### config.mk
export PLATFORM = sky130hd
export DESIGN_NAME = srt_timing
export DESIGN_NICKNAME = d
export VERILOG_FILES = /design/src/srt_sync_edge.v /design/src/srt_timing.v
export VERILOG_INCLUDE_DIRS = /design/src
export SDC_FILE = /design/constraint.sdc
export NUM_CORES = 2
export LEC_CHECK = 0
export ABC_CLOCK_PERIOD_IN_PS = 21400
export BUFFER_PORTS_ARGS = -buffer_cell sky130_fd_sc_hd__buf_2
export CELL_PAD_IN_SITES_DETAIL_PLACEMENT = 0
export CELL_PAD_IN_SITES_GLOBAL_PLACEMENT = 1
export CORE_MARGIN = 2
export CORE_UTILIZATION = 54
export CTS_CLUSTER_DIAMETER = 80
export DETAILED_ROUTE_END_ITERATION = 7
export GPL_ROUTABILITY_DRIVEN = 0
export PLACE_DENSITY_LB_ADDON = 0.15
export SYNTH_ARGS = -nofsm -noshare
export SYNTH_HDL_FRONTEND = slang
export SYNTH_SLANG_ARGS = --single-unit
### constraint.sdc
create_clock -name ref_clk_i -period 21.4 [get_ports ref_clk_i]
set_input_delay 6.42 -clock ref_clk_i [delete_from_list [all_inputs] [get_ports ref_clk_i]]
set_output_delay 6.42 -clock ref_clk_i [all_outputs]
set_load 0.03 [all_outputs]
### src/srt_map.vh
`ifndef SRT_MAP_VH
`define SRT_MAP_VH

// ------------------------------
// register addresses
// ------------------------------
`define SRT_A_LINES 7'h01
`define SRT_A_MODE 7'h46
`define SRT_A_EXP_LO 7'h47
`define SRT_A_EXP_HI 7'h48
`define SRT_A_FRAMES 7'h50
`define SRT_A_OVH 7'h52
`define SRT_A_LEN 7'h55
`define SRT_A_TP 7'h59
`define SRT_A_CFG 7'h60
`define SRT_A_STAT 7'h61

// ------------------------------
// reset values
// ------------------------------
`define SRT_R_LINES 16'h0c00
`define SRT_R_MODE 8'h00
`define SRT_R_EXP_LO 16'h0600
`define SRT_R_EXP_HI 8'h00
`define SRT_R_FRAMES 16'h0001
`define SRT_R_CFG 16'h0000

// ------------------------------
// configuration fields
// ------------------------------
`define SRT_CFG_BITS 1:0
`define SRT_CFG_OUTS 4:2
`define SRT_CFG_ONE_SIDE 5
`define SRT_CFG_RDMODE 7:6
`define SRT_CFG_CONT 8

// ------------------------------
// word formats and timing
// ------------------------------
`define SRT_BITS_8 4'h8
`define SRT_BITS_10 4'ha
`define SRT_BITS_12 4'hc
`define SRT_MASK_8 12'h0ff
`define SRT_MASK_10 12'h3ff
`define SRT_MASK_12 12'hfff
`define SRT_OVL_MUL 16'h0022
`define SRT_BURST 16'h0080
`define SRT_FOT_ADD 8'h02
`define SRT_MARKER_BIT 7
`define SRT_CTRL_REST 12'h080
`define SRT_SPI_LEN 5'h17
`define SRT_SPI_HDR 5'h08

`endif

### src/srt_sync_edge.v
`timescale 1ns/1ps
module srt_sync_edge (
    input wire clk_i,
    input wire rst_i,
    input wire d_i,
    output wire level_o,
    output wire rise_o,
    output wire fall_o
);
    reg s1;
    reg s2;
    reg s3;

    always @(posedge clk_i) begin
        if (rst_i) begin
            s1 <= 1'b0;
            s2 <= 1'b0;
            s3 <= 1'b0;
        end else begin
            s1 <= d_i;
            s2 <= s1;
            s3 <= s2;
        end
    end

    assign level_o = s2;
    assign rise_o = s2 & ~s3;
    assign fall_o = ~s2 & s3;
endmodule // srt_sync_edge

### src/srt_timing.v
// Function
// receiver decodes valid flags from low bits
// sixteen outputs doubles row time and flags
// fewer outputs scale timing proportionally
// training word whenever no valid pixels
// training word width follows pixel width
// idle word from writable register 89
// alignment word inverts low byte, clears top
// alignment word one slot before line valid
// longer gaps filled with idle word
// line valid without pixel valid: idle word
// control idle word is only marker bit
// external exposure from trigger to request
// address 70 selects exposure mode
// internal exposure length at 71 and 72
// internal exposure formula in word periods
// external exposure quantized to word periods
// exposure overlaps overhead by 34 times low
// line time is line length plus one
// overhead period is upper byte plus two
// readout rows by mode and sides
// frames per request, one when external
// control bit positions of flags
// total lines register at address 1
// receiver aligns on idle word
`timescale 1ns/1ps
`include "srt_map.vh"
module srt_timing #(
    parameter OVH_RST = 16'h0001,
    parameter LEN_RST = 16'h0080,
    parameter TP_RST = 12'h055
) (
    input wire ref_clk_i,
    input wire rst_i,
    input wire spi_clk_i,
    input wire spi_cs_n_i,
    input wire spi_mosi_i,
    output wire spi_miso_o,
    output wire spi_miso_oe_o,
    input wire frame_req_i,
    input wire exposure_start_trigger_i,
    input wire [11:0] pixel_data_i,
    output reg [11:0] ctrl_word_o,
    output reg [11:0] data_word_o,
    output reg word_strobe_o
);
    // ------------------------------
    // state codes
    // ------------------------------
    localparam ST_IDLE = 3'h0;
    localparam ST_EXP = 3'h1;
    localparam ST_EXT = 3'h2;
    localparam ST_FOT = 3'h3;
    localparam ST_READ = 3'h4;
    localparam [15:0] CFG_RST = `SRT_R_CFG;

    // ------------------------------
    // pin synchronisers
    // ------------------------------
    wire sck_rise;
    wire sck_fall;
    wire cs_n;
    wire cs_sel;
    wire mosi;
    wire req_rise;
    wire trig_rise;

    srt_sync_edge u_sck (.clk_i(ref_clk_i), .rst_i(rst_i), .d_i(spi_clk_i),
        .level_o(), .rise_o(sck_rise), .fall_o(sck_fall));
    // select synchronised inverted: reset reads as deselected, no output enable glitch
    srt_sync_edge u_cs (.clk_i(ref_clk_i), .rst_i(rst_i), .d_i(~spi_cs_n_i),
        .level_o(cs_sel), .rise_o(), .fall_o());
    srt_sync_edge u_mosi (.clk_i(ref_clk_i), .rst_i(rst_i), .d_i(spi_mosi_i),
        .level_o(mosi), .rise_o(), .fall_o());
    srt_sync_edge u_req (.clk_i(ref_clk_i), .rst_i(rst_i), .d_i(frame_req_i),
        .level_o(), .rise_o(req_rise), .fall_o());
    srt_sync_edge u_trig (.clk_i(ref_clk_i), .rst_i(rst_i), .d_i(exposure_start_trigger_i),
        .level_o(), .rise_o(trig_rise), .fall_o());
    assign cs_n = ~cs_sel;

    // ------------------------------
    // configuration registers
    // ------------------------------
    reg [15:0] r_lines;
    reg [7:0] r_mode;
    reg [15:0] r_exp_lo;
    reg [7:0] r_exp_hi;
    reg [15:0] r_frames;
    reg [15:0] r_ovh;
    reg [15:0] r_len;
    reg [11:0] r_tp;
    reg [15:0] r_cfg;
    reg [2:0] st;

    // ------------------------------
    // serial port
    // ------------------------------
    // frame: write flag, 7-bit address, 16-bit data, msb first
    reg [4:0] spi_cnt;
    reg [22:0] spi_sh;
    reg [15:0] rd_sh;
    reg [15:0] rd_val;
    wire wr_go;
    wire [6:0] wr_addr;
    wire [15:0] wr_data;

    assign wr_go = sck_rise & ~cs_n & (spi_cnt == `SRT_SPI_LEN) & spi_sh[22];
    assign wr_addr = spi_sh[21:15];
    assign wr_data = {spi_sh[14:0], mosi};
    assign spi_miso_o = rd_sh[15];
    assign spi_miso_oe_o = ~cs_n;

    always @* begin
        case (spi_sh[6:0])
            `SRT_A_LINES: rd_val = r_lines;
            `SRT_A_MODE: rd_val = {8'h00, r_mode};
            `SRT_A_EXP_LO: rd_val = r_exp_lo;
            `SRT_A_EXP_HI: rd_val = {8'h00, r_exp_hi};
            `SRT_A_FRAMES: rd_val = r_frames;
            `SRT_A_OVH: rd_val = r_ovh;
            `SRT_A_LEN: rd_val = r_len;
            `SRT_A_TP: rd_val = {4'h0, r_tp};
            `SRT_A_CFG: rd_val = r_cfg;
            `SRT_A_STAT: rd_val = {13'h0000, st};
            default: rd_val = 16'h0000;
        endcase
    end

    always @(posedge ref_clk_i) begin
        if (rst_i) begin
            spi_cnt <= 5'h00;
            spi_sh <= 23'h000000;
            rd_sh <= 16'h0000;
        end else if (cs_n) begin
            spi_cnt <= 5'h00;
            rd_sh <= 16'h0000;
        end else if (sck_rise) begin
            spi_sh <= {spi_sh[21:0], mosi};
            spi_cnt <= spi_cnt + 5'h01;
        end else if (sck_fall) begin
            // header complete: load readback before first data bit
            if (spi_cnt == `SRT_SPI_HDR) begin
                rd_sh <= rd_val;
            end else begin
                rd_sh <= {rd_sh[14:0], 1'b0};
            end
        end
    end

    always @(posedge ref_clk_i) begin
        if (rst_i) begin
            r_lines <= `SRT_R_LINES;
            r_mode <= `SRT_R_MODE;
            r_exp_lo <= `SRT_R_EXP_LO;
            r_exp_hi <= `SRT_R_EXP_HI;
            r_frames <= `SRT_R_FRAMES;
            r_ovh <= OVH_RST;
            r_len <= LEN_RST;
            r_tp <= TP_RST;
            r_cfg <= `SRT_R_CFG;
        end else if (wr_go) begin
            case (wr_addr)
                `SRT_A_LINES: r_lines <= wr_data;
                `SRT_A_MODE: r_mode <= wr_data[7:0];
                `SRT_A_EXP_LO: r_exp_lo <= wr_data;
                `SRT_A_EXP_HI: r_exp_hi <= wr_data[7:0];
                `SRT_A_FRAMES: r_frames <= wr_data;
                `SRT_A_OVH: r_ovh <= wr_data;
                `SRT_A_LEN: r_len <= wr_data;
                `SRT_A_TP: r_tp <= wr_data[11:0];
                `SRT_A_CFG: r_cfg <= wr_data;
                default: r_lines <= r_lines;
            endcase
        end
    end

    // ------------------------------
    // word period
    // ------------------------------
    reg [3:0] bits;
    reg [11:0] wmask;
    reg [3:0] bit_cnt;
    reg [1:0] wsel;
    wire tick;

    always @* begin
        case (wsel)
            2'h0: begin
                bits = `SRT_BITS_8;
                wmask = `SRT_MASK_8;
            end
            2'h1: begin
                bits = `SRT_BITS_10;
                wmask = `SRT_MASK_10;
            end
            default: begin
                bits = `SRT_BITS_12;
                wmask = `SRT_MASK_12;
            end
        endcase
    end

    // every interval is counted in whole word periods
    assign tick = (bit_cnt >= bits - 4'h1);

    always @(posedge ref_clk_i) begin
        if (rst_i || tick) begin
            bit_cnt <= 4'h0;
        end else begin
            bit_cnt <= bit_cnt + 4'h1;
        end
    end

    // width follows the register only on a boundary, so no word is cut short
    always @(posedge ref_clk_i) begin
        if (rst_i) begin
            wsel <= CFG_RST[`SRT_CFG_BITS];
        end else if (tick) begin
            wsel <= r_cfg[`SRT_CFG_BITS];
        end
    end

    // ------------------------------
    // derived timing
    // ------------------------------
    wire ext_mode;
    wire [23:0] exp_val;
    wire [23:0] exp_m1;
    wire [16:0] line_words;
    wire [39:0] exp_pre;
    wire [23:0] fot_words;
    wire [15:0] ovl_words;
    wire [5:0] scale;
    wire [15:0] rows_m;
    wire [15:0] rows;
    wire [15:0] frames;

    assign ext_mode = (r_mode == 8'h01);
    assign exp_val = {r_exp_hi, r_exp_lo};
    assign exp_m1 = (exp_val == 24'h000000) ? 24'h000000 : exp_val - 24'h000001;
    assign line_words = {1'b0, r_len} + 17'h00001;
    // overlap part is counted during the overhead period
    assign exp_pre = exp_m1 * line_words + 40'h0000000001;
    assign ovl_words = `SRT_OVL_MUL * {8'h00, r_ovh[7:0]};
    assign fot_words = ({16'h0000, r_ovh[15:8]} + {16'h0000, `SRT_FOT_ADD}) * {7'h00, line_words};
    // row spans one line time per 32 outputs on a side
    assign scale = 6'h01 << r_cfg[`SRT_CFG_OUTS];
    assign rows_m = r_lines >> r_cfg[`SRT_CFG_RDMODE];
    assign rows = r_cfg[`SRT_CFG_ONE_SIDE] ? rows_m : (rows_m >> 1);
    assign frames = (r_frames == 16'h0000) ? 16'h0001 : r_frames;

    // ------------------------------
    // sequencer
    // ------------------------------
    reg [39:0] cnt;
    reg [15:0] ovl_cnt;
    reg [15:0] frames_left;
    reg [15:0] row_left;
    reg [5:0] seg;
    reg [16:0] pos;
    reg req_pend;
    reg trig_pend;
    wire req_use;
    wire trig_use;
    wire last_word;

    // requests outside idle or external exposure are held pending until one of them is reached
    assign req_use = tick & ((st == ST_IDLE) | (st == ST_EXT));
    assign trig_use = tick & (st == ST_IDLE);
    assign last_word = (pos == {1'b0, r_len}) && (seg == scale - 6'h01) && (row_left <= 16'h0001);

    always @(posedge ref_clk_i) begin
        if (rst_i) begin
            req_pend <= 1'b0;
            trig_pend <= 1'b0;
        end else begin
            // an edge in the consuming cycle survives
            req_pend <= req_rise | (req_pend & ~req_use);
            trig_pend <= trig_rise | (trig_pend & ~trig_use);
        end
    end

    always @(posedge ref_clk_i) begin
        if (rst_i) begin
            st <= ST_IDLE;
            cnt <= 40'h0000000000;
            ovl_cnt <= 16'h0000;
            frames_left <= 16'h0000;
            row_left <= 16'h0000;
            seg <= 6'h00;
            pos <= 17'h00000;
        end else if (tick) begin
            if (ovl_cnt != 16'h0000) begin
                ovl_cnt <= ovl_cnt - 16'h0001;
            end
            case (st)
                ST_IDLE: begin
                    if (!ext_mode && req_pend) begin
                        st <= ST_EXP;
                        cnt <= exp_pre;
                        frames_left <= frames;
                    end else if (ext_mode && trig_pend) begin
                        st <= ST_EXT;
                    end
                end
                ST_EXP: begin
                    if (cnt <= 40'h0000000001) begin
                        st <= ST_FOT;
                        cnt <= {16'h0000, fot_words};
                        ovl_cnt <= ovl_words;
                    end else begin
                        cnt <= cnt - 40'h0000000001;
                    end
                end
                ST_EXT: begin
                    // request ends exposure on a word boundary
                    if (req_pend) begin
                        st <= ST_FOT;
                        cnt <= {16'h0000, fot_words};
                        ovl_cnt <= ovl_words;
                    end
                end
                ST_FOT: begin
                    if (cnt <= 40'h0000000001) begin
                        st <= ST_READ;
                        row_left <= (rows == 16'h0000) ? 16'h0001 : rows;
                        seg <= 6'h00;
                        pos <= 17'h00000;
                    end else begin
                        cnt <= cnt - 40'h0000000001;
                    end
                end
                ST_READ: begin
                    if (pos == {1'b0, r_len}) begin
                        pos <= 17'h00000;
                        if (seg == scale - 6'h01) begin
                            seg <= 6'h00;
                            row_left <= row_left - 16'h0001;
                        end else begin
                            seg <= seg + 6'h01;
                        end
                    end else begin
                        pos <= pos + 17'h00001;
                    end
                    if (last_word) begin
                        if (!ext_mode && frames_left > 16'h0001) begin
                            st <= ST_EXP;
                            cnt <= exp_pre;
                            frames_left <= frames_left - 16'h0001;
                        end else if (r_cfg[`SRT_CFG_CONT]) begin
                            st <= ext_mode ? ST_EXT : ST_EXP;
                            cnt <= exp_pre;
                        end else begin
                            st <= ST_IDLE;
                        end
                    end
                end
                default: st <= ST_IDLE;
            endcase
        end
    end

    // ------------------------------
    // output words
    // ------------------------------
    wire pv;
    wire lv;
    wire fv;
    wire frame_overhead_period;
    wire integ;
    wire align_slot;
    wire [11:0] tp_idle;
    wire [11:0] tp_align;
    reg [11:0] next_data;
    reg [11:0] next_ctrl;

    assign fv = (st == ST_READ);
    // the row's first slot carries the alignment word
    assign align_slot = fv && (pos == 17'h00000) && (seg == 6'h00);
    assign lv = fv && !align_slot;
    assign pv = fv && (pos != 17'h00000) && (pos <= {1'b0, `SRT_BURST});
    assign frame_overhead_period = (st == ST_FOT);
    assign integ = (st == ST_EXP) || (st == ST_EXT) || (ovl_cnt != 16'h0000);
    assign tp_idle = r_tp & wmask;
    assign tp_align = {4'h0, ~r_tp[7:0]} & wmask;

    always @* begin
        if (pv) begin
            next_data = pixel_data_i & wmask;
        end else if (align_slot) begin
            next_data = tp_align;
        end else begin
            // idle, overhead gaps and blanking within a row
            next_data = tp_idle;
        end
        next_ctrl = 12'h000;
        next_ctrl[`SRT_MARKER_BIT] = 1'b1;
        next_ctrl[5:0] = {integ, integ, frame_overhead_period, fv, lv, pv};
    end

    always @(posedge ref_clk_i) begin
        if (rst_i) begin
            data_word_o <= TP_RST;
            ctrl_word_o <= `SRT_CTRL_REST;
            word_strobe_o <= 1'b0;
        end else begin
            // words move only on a boundary, together with the strobe
            if (tick) begin
                data_word_o <= next_data;
                ctrl_word_o <= next_ctrl & wmask;
            end
            word_strobe_o <= tick;
        end
    end
endmodule // srt_timing

* Word-level counts from Yosys, hierarchy flattened
Cells that the tools add are included.
Operators by class: $add $sub $neg 14, $mul 3, $lt $le $gt $ge 5, equality and inequality tests 40, shift-type cells 2, muxes and demuxes 47, bitwise logic cells 28, reductions and logical operators 45
Operators by type and width (count):
- 40-bit two-way mux | 7
- 16-bit two-way mux | 13
- 40-bit one-hot mux with 5 select lines | 1
- 16-bit one-hot mux with 10 select lines | 1
- 7-bit == test (second input constant) | 17
- 16-bit one-hot mux with 2 select lines | 3
- 16-bit by 1-bit subtractor with 16-bit output (second input constant) | 3
- 40-bit by 1-bit adder with 40-bit output (second input constant) | 1
- 40-bit by 1-bit <= comparator with 1-bit output (second input constant) | 1
- 24-bit by 17-bit multiplier with 40-bit output | 1
- 40-bit by 1-bit subtractor with 40-bit output (second input constant) | 1
- 17-bit two-way mux | 2
- 17-bit one-hot mux with 2 select lines | 1
- 16-bit logical NOT | 2
- 12-bit bitwise AND | 2
- 8-bit by 12-bit bitwise AND with 12-bit output | 2
- 24-bit logical NOT | 1
- 9-bit by 17-bit multiplier with 24-bit output | 1
- 12-bit two-way mux | 2
- 24-bit two-way mux | 1
- 12-bit one-hot mux with 2 select lines | 1
- 24-bit by 1-bit subtractor with 24-bit output (second input constant) | 1
- 2-bit AND reduction | 11
- 3-bit two-way mux | 6
- other kinds (55) | 102
Word-level totals: bits in registers 328, input bits 19, output and inout port bits 27, word-level logic and storage cells 223

* Longest topological paths before layout
depth after elaboration 8, mapped depth 32, depth with buffers taken out 28

* Hierarchy
A second synthesis with hierarchy kept.
Second synthesis, totals: cell total of the unflattened synthesis 4438, area total of the unflattened synthesis 35401.5 µm²
By module, submodules not included:
- srt_timing | times used 1, cells each 4398, area an instance 34944.8 µm², sequential area each 6165.9 µm²
- srt_sync_edge | times used 5, cells each 8, area an instance 91.3 µm², sequential area each 60.1 µm²

* Least setup slack after synthesis
Ideal clock, no wire load.
path type register -> register, from reg r_exp_lo[6], to reg cnt[38], setup time 0.120 ns, data arrival time 7.723 ns, data required time 21.280 ns, path slack 13.557 ns, stages on the path, launching flop included 30, buffers on the path 4, clock period less this slack 7.843 ns, cell sequence dfxtp_1 -> buf_2 -> or4_1 -> nor3_1 -> nand4b_1 -> nor2_1 -> clkbuf_1 -> clkbuf_1 -> nor2_1 -> nand2_1 -> fa_1 -> fa_1 -> fa_1 -> fa_1 -> inv_1 -> fa_1 -> inv_1 -> fa_1 -> inv_1 -> ha_1 -> clkbuf_1 -> nand3_1 -> a2111oi_0 -> a221oi_1 -> o221a_2 -> a21oi_1 -> a221oi_1 -> o21ai_0 -> mux2i_1 -> a21oi_1
Between the ends: longest elaborated chain between the ends 8, elaborated cells on any way between the ends 10, those cells by class 2 x add/sub; 1 x mul; 6 x mux; 1 x reduce/logical
Ends and longest elaborated chain:
- start: declaration | RTL line srt_timing.v:86 | reg [15:0] r_exp_lo;
- start signal: assignment | RTL line srt_timing.v:154 | r_exp_lo <= `SRT_R_EXP_LO;
- start signal: assignment | RTL line srt_timing.v:165 | `SRT_A_EXP_LO: r_exp_lo <= wr_data;
- 24-bit by 1-bit subtractor with 24-bit output or 24-bit logical NOT (tied branches) | RTL line srt_timing.v:240 | assign exp_m1 = (exp_val == 24'h000000) ? 24'h000000 : exp_val - 24'h000001;
- 24-bit two-way mux (*) | RTL line srt_timing.v:240
- 24-bit by 17-bit multiplier with 40-bit output (*) | RTL line srt_timing.v:243 | assign exp_pre = exp_m1 * line_words + 40'h0000000001;
- 40-bit by 1-bit adder with 40-bit output (*) | RTL line srt_timing.v:243
- 40-bit two-way mux | RTL line srt_timing.v:350 | end else if (r_cfg[`SRT_CFG_CONT]) begin
- 40-bit two-way mux | RTL line srt_timing.v:346 | if (!ext_mode && frames_left > 16'h0001) begin
- 40-bit two-way mux | RTL line srt_timing.v:345 | if (last_word) begin
- 40-bit one-hot mux with 5 select lines (*) | RTL line srt_timing.v:296 | case (st)
- end signal: assignment | RTL line srt_timing.v:300 | cnt <= exp_pre;
- end signal: assignment | RTL line srt_timing.v:348 | cnt <= exp_pre;
- end signal: assignment | RTL line srt_timing.v:352 | cnt <= exp_pre;
- end: declaration | RTL line srt_timing.v:255 | reg [39:0] cnt;
Mark *: on every way between the ends. The rest lies on a longest branch, timed or not. The select of a mux whose other input is x is not followed. A chain may end at the register's enable or synchronous reset.

* Final worst setup path
from reg r_exp_lo[6], to reg cnt[36]
Same word-level chain as after synthesis.

==> impl_metrics.json <==
{
  "place_inst": 5024,
  "timing_max_transition_violations_final": 0,
  "overflow": 0,
  "layout_worst_path_cycle_share_pct": 44.1,
  "yosys.area.top_type_share_pct": 24.8,
  "hold_violations": 0,
  "cts_max_level": 2,
  "worstPathRequired_ps": 21800,
  "n_antenna_cell": 0,
  "clock-sinks": 321,
  "period_needed_ps": 9440,
  "syn-instance-count": 4328,
  "skew_ps": 13.8,
  "cellLeakagePower_nw": 16.8,
  "unrepaired_setup_endpoints_after_global_routing": "no",
  "antenna_left": 0,
  "detail_route.first_pass.iterations": 8,
  "post_cts.resized_instances": 0,
  "slowest_stage": "nor2_1",
  "number_of_buffers_inserted_by_post_cts_setup_repair": 0,
  "yosys_top_cell_by_area": "fa_1",
  "vias_in_the_first_global_route": 29900,
  "number_of_antenna_violations_at_the_first_check_in_global_routing": 0,
  "multi_input_comb_area_sq_um": 25500,
  "min_path_cells": 1,
  "cpLargestDelayFamily": "adder cells",
  "avgViaCountPerCell": 5.93,
  "timing.hold.worst.class": "register to register",
  "die_area_sq_um": 66700,
  "net-switching-power_mw": 0.289,
  "dr.first_iter.drc_count": 2721,
  "clk_latency_ps": 560,
  "power.clock.fraction_pct": 51.1,
  "ff2ff_setup_slack_ps": 11960,
  "yosys_register_bits": 321,
  "synth-edff-count": 0,
  "timing.critical_path.fanout_max": 12,
  "fillerInstances": 6059,
  "portBuffers": 39,
  "clock_path_buffers": 3,
  "num_rows": 93,
  "tns_ps": 0,
  "leading_cell_types_in_the_layout_fill_and_taps_excluded": "nor2_1 (561), inv_1 (553), nand2_1 (550), fa_1 (433), dfxtp_1 (321)",
  "worstSetupEndpointType": "register",
  "hpwl_microns": 84300,
  "run_status": "completed",
  "power_per_cell_area_nw_per_um2": 34.7,
  "layout_commonest_cell": "nor2_1",
  "r2r-end": "cnt[36]",
  "report.final.setup_viol": 0,
  "worst_setup_hold_path_clk_slew_ps": 60,
  "num-nets-final": 4844,
  "synth.yosys.seq_area_share_pct": 18.4,
  "worst_vdd_drop_mv": 0.0541,
  "finish.instance_area_sq_um": 37100,
  "die_x_microns": 258,
  "ys_async_sr_fraction_pct": 0,
  "seq_power_share_pct": 46.8,
  "post_route_cells_drive_above_1_share_pct": 6.16,
  "max_cap_viol_count": 0,
  "grtUsageTotal_pct": 33.5,
  "design.portCount": 46,
  "r2r-start": "r_exp_lo[6]",
  "power_switching_share_pct": 22.4,
  "dpl_cell_area_sq_um": 35800,
  "max_slew.worst_pin.slew_ps": 1300,
  "netlist_top_cells_area": "fa_1 (25%), dfxtp_1 (18%), ha_1 (6.6%), nor2_1 (6.0%), inv_1 (6.0%)",
  "cts-hold-fix-buffers": 0,
  "cts-buffers-inserted": 38,
  "ys_types": 91,
  "critPathBufInv": 3,
  "clock-root-buffer": "clkbuf_16",
  "syn-cell-area_sq_um": 34900,
  "timing.setup.critical_path_class": "register to register",
  "global_route_wire_length_before_repair_microns": 173000,
  "grt_max_degree": 99,
  "regArea_sq_um": 6430,
  "avgSynthCellArea_sq_um": 8.07,
  "floorplan.die.height_microns": 258,
  "core_area_sq_um": 64200,
  "reg2reg_depth": 26,
  "drt_wl_total_microns": 111000,
  "cts_tree": "built",
  "layout.cells.non_filler": 5090,
  "achievable-frequency_mhz": 106,
  "worst_hold_path.endpoint": "u_sck.level_o",
  "initial_utilization_pct": 54.4,
  "worstHoldStart": "u_sck.s1",
  "yosysWarnings": 0,
  "most_instantiated_flip_flop_cell_in_the_synthesis_netlist": "dfxtp_1",
  "worst_path_most_repeated_cell": "fa_1",
  "critPathArrivalTime_ps": 9850,
  "internal_power_consumption_mw": 0.999,
  "route.vias.total": 30200,
  "detail_route.drc_violations": 0,
  "max_stage_delay_ps": 880,
  "detail_route.wl_per_cell_microns": 21.9,
  "post_synthesis_to_final_layout_area_growth_pct": 6.12,
  "p_comb_share_pct": 2.1,
  "maxSlewHeadroom_pct": 13.7,
  "startpoint_type": "register"
}
-- logic make-up (layout without fill, tap and decap cells) --
kind of cell	after synthesis	after routing	share of synthesized area, %
adder cells (fa/ha/maj)	616	616	31.4
other	2	6	0.0215
flip-flops	321	321	18.4
XOR/XNOR	178	178	4.46
buffers and inverters	831	734	9.15
AO/OA/AOI/OAI	669	669	12.3
AND/OR/NAND/NOR	1573	1573	20.2
multiplexers	138	138	4.12
-- flip-flops by register name (all words and copies together) (netlist names), 16 cells and up --
name,flops
cnt,40
spi_sh,23
pos,17
frames_left,16
ovl_cnt,16
r_cfg,16
r_exp_lo,16
r_frames,16
r_len,16
r_lines,16
r_ovh,16
rd_sh,16
row_left,16
-- synthesized netlist by cell type, types with 43 or more instances --
| master | number |
|---|---|
| nor2b_1 | 44 |
| nor3_1 | 76 |
| nand3_1 | 57 |
| nand2_1 | 550 |
| nor2_1 | 563 |
| dfxtp_1 | 321 |
| inv_1 | 554 |
| clkbuf_1 | 246 |
| fa_1 | 433 |
| a21oi_1 | 214 |
| ha_1 | 183 |
| xor2_1 | 78 |
| a211oi_1 | 50 |
| xnor2_1 | 100 |
| o21ai_0 | 150 |
| mux2i_1 | 129 |
| or3_1 | 43 |
-- layout make-up --
cell class / count / area share [%]
Tap cell: 855 / 2.89
Sequential cell: 321 / 17.3
Multi-Input combinational cell: 3180 / 68.7
Timing Repair Buffer: 113 / 2.05
Clock inverter: 6 / 0.226
Clock buffer: 60 / 3.20
Inverter: 555 / 5.62
-- through the flow --
step | utilization (%) | setup slack, ps | total power, mW | hold WS, ps
4_1_cts | 57.7 | 12120 | 1.30 | 440
3_5_place_dp | 55.7 | 12140 | 0.642 | 427
5_1_grt | 57.7 | 11500 | 1.32 | 468
3_3_place_gp | 55.7 | 12250 | 0.642 | 414
6_report | 57.7 | 11960 | 1.29 | 437
2_1_floorplan | - | 13560 | 0.634 | 414
-- per-layer routing --
metal / part of all wire, % / vias to the layer above / GRT usage, %
met3: 6.2 / 297 / 4.03
li1: - / 13900 / -
met2: 48 / 1161 / 56.4
met4: 6.3 / 0 / 17.9
met5: 0 / - / 0
met1: 40 / 14800 / 42.4
-- worst max path at each step --
stage	start	to	cells after the start
5_1_grt	r_exp_lo[6]	cnt[36]	26
4_1_cts	r_exp_lo[6]	cnt[36]	26
2_1_floorplan	r_exp_lo[6]	cnt[38]	29
3_3_place_gp	r_exp_lo[6]	cnt[36]	26
3_5_place_dp	r_exp_lo[6]	cnt[36]	26
6_report	r_exp_lo[6]	cnt[36]	26
-- power groups by stage --
stage	registers (mW)	logic [mW]	clock network, mW
6_report	0.602	0.0273	0.658
3_5_place_dp	0.615	0.0271	0
5_1_grt	0.602	0.0299	0.691
4_1_cts	0.602	0.0272	0.668
3_3_place_gp	0.615	0.0270	0
2_1_floorplan	0.615	0.0199	0
No activity file was read; power rests on OpenSTA's default activity.
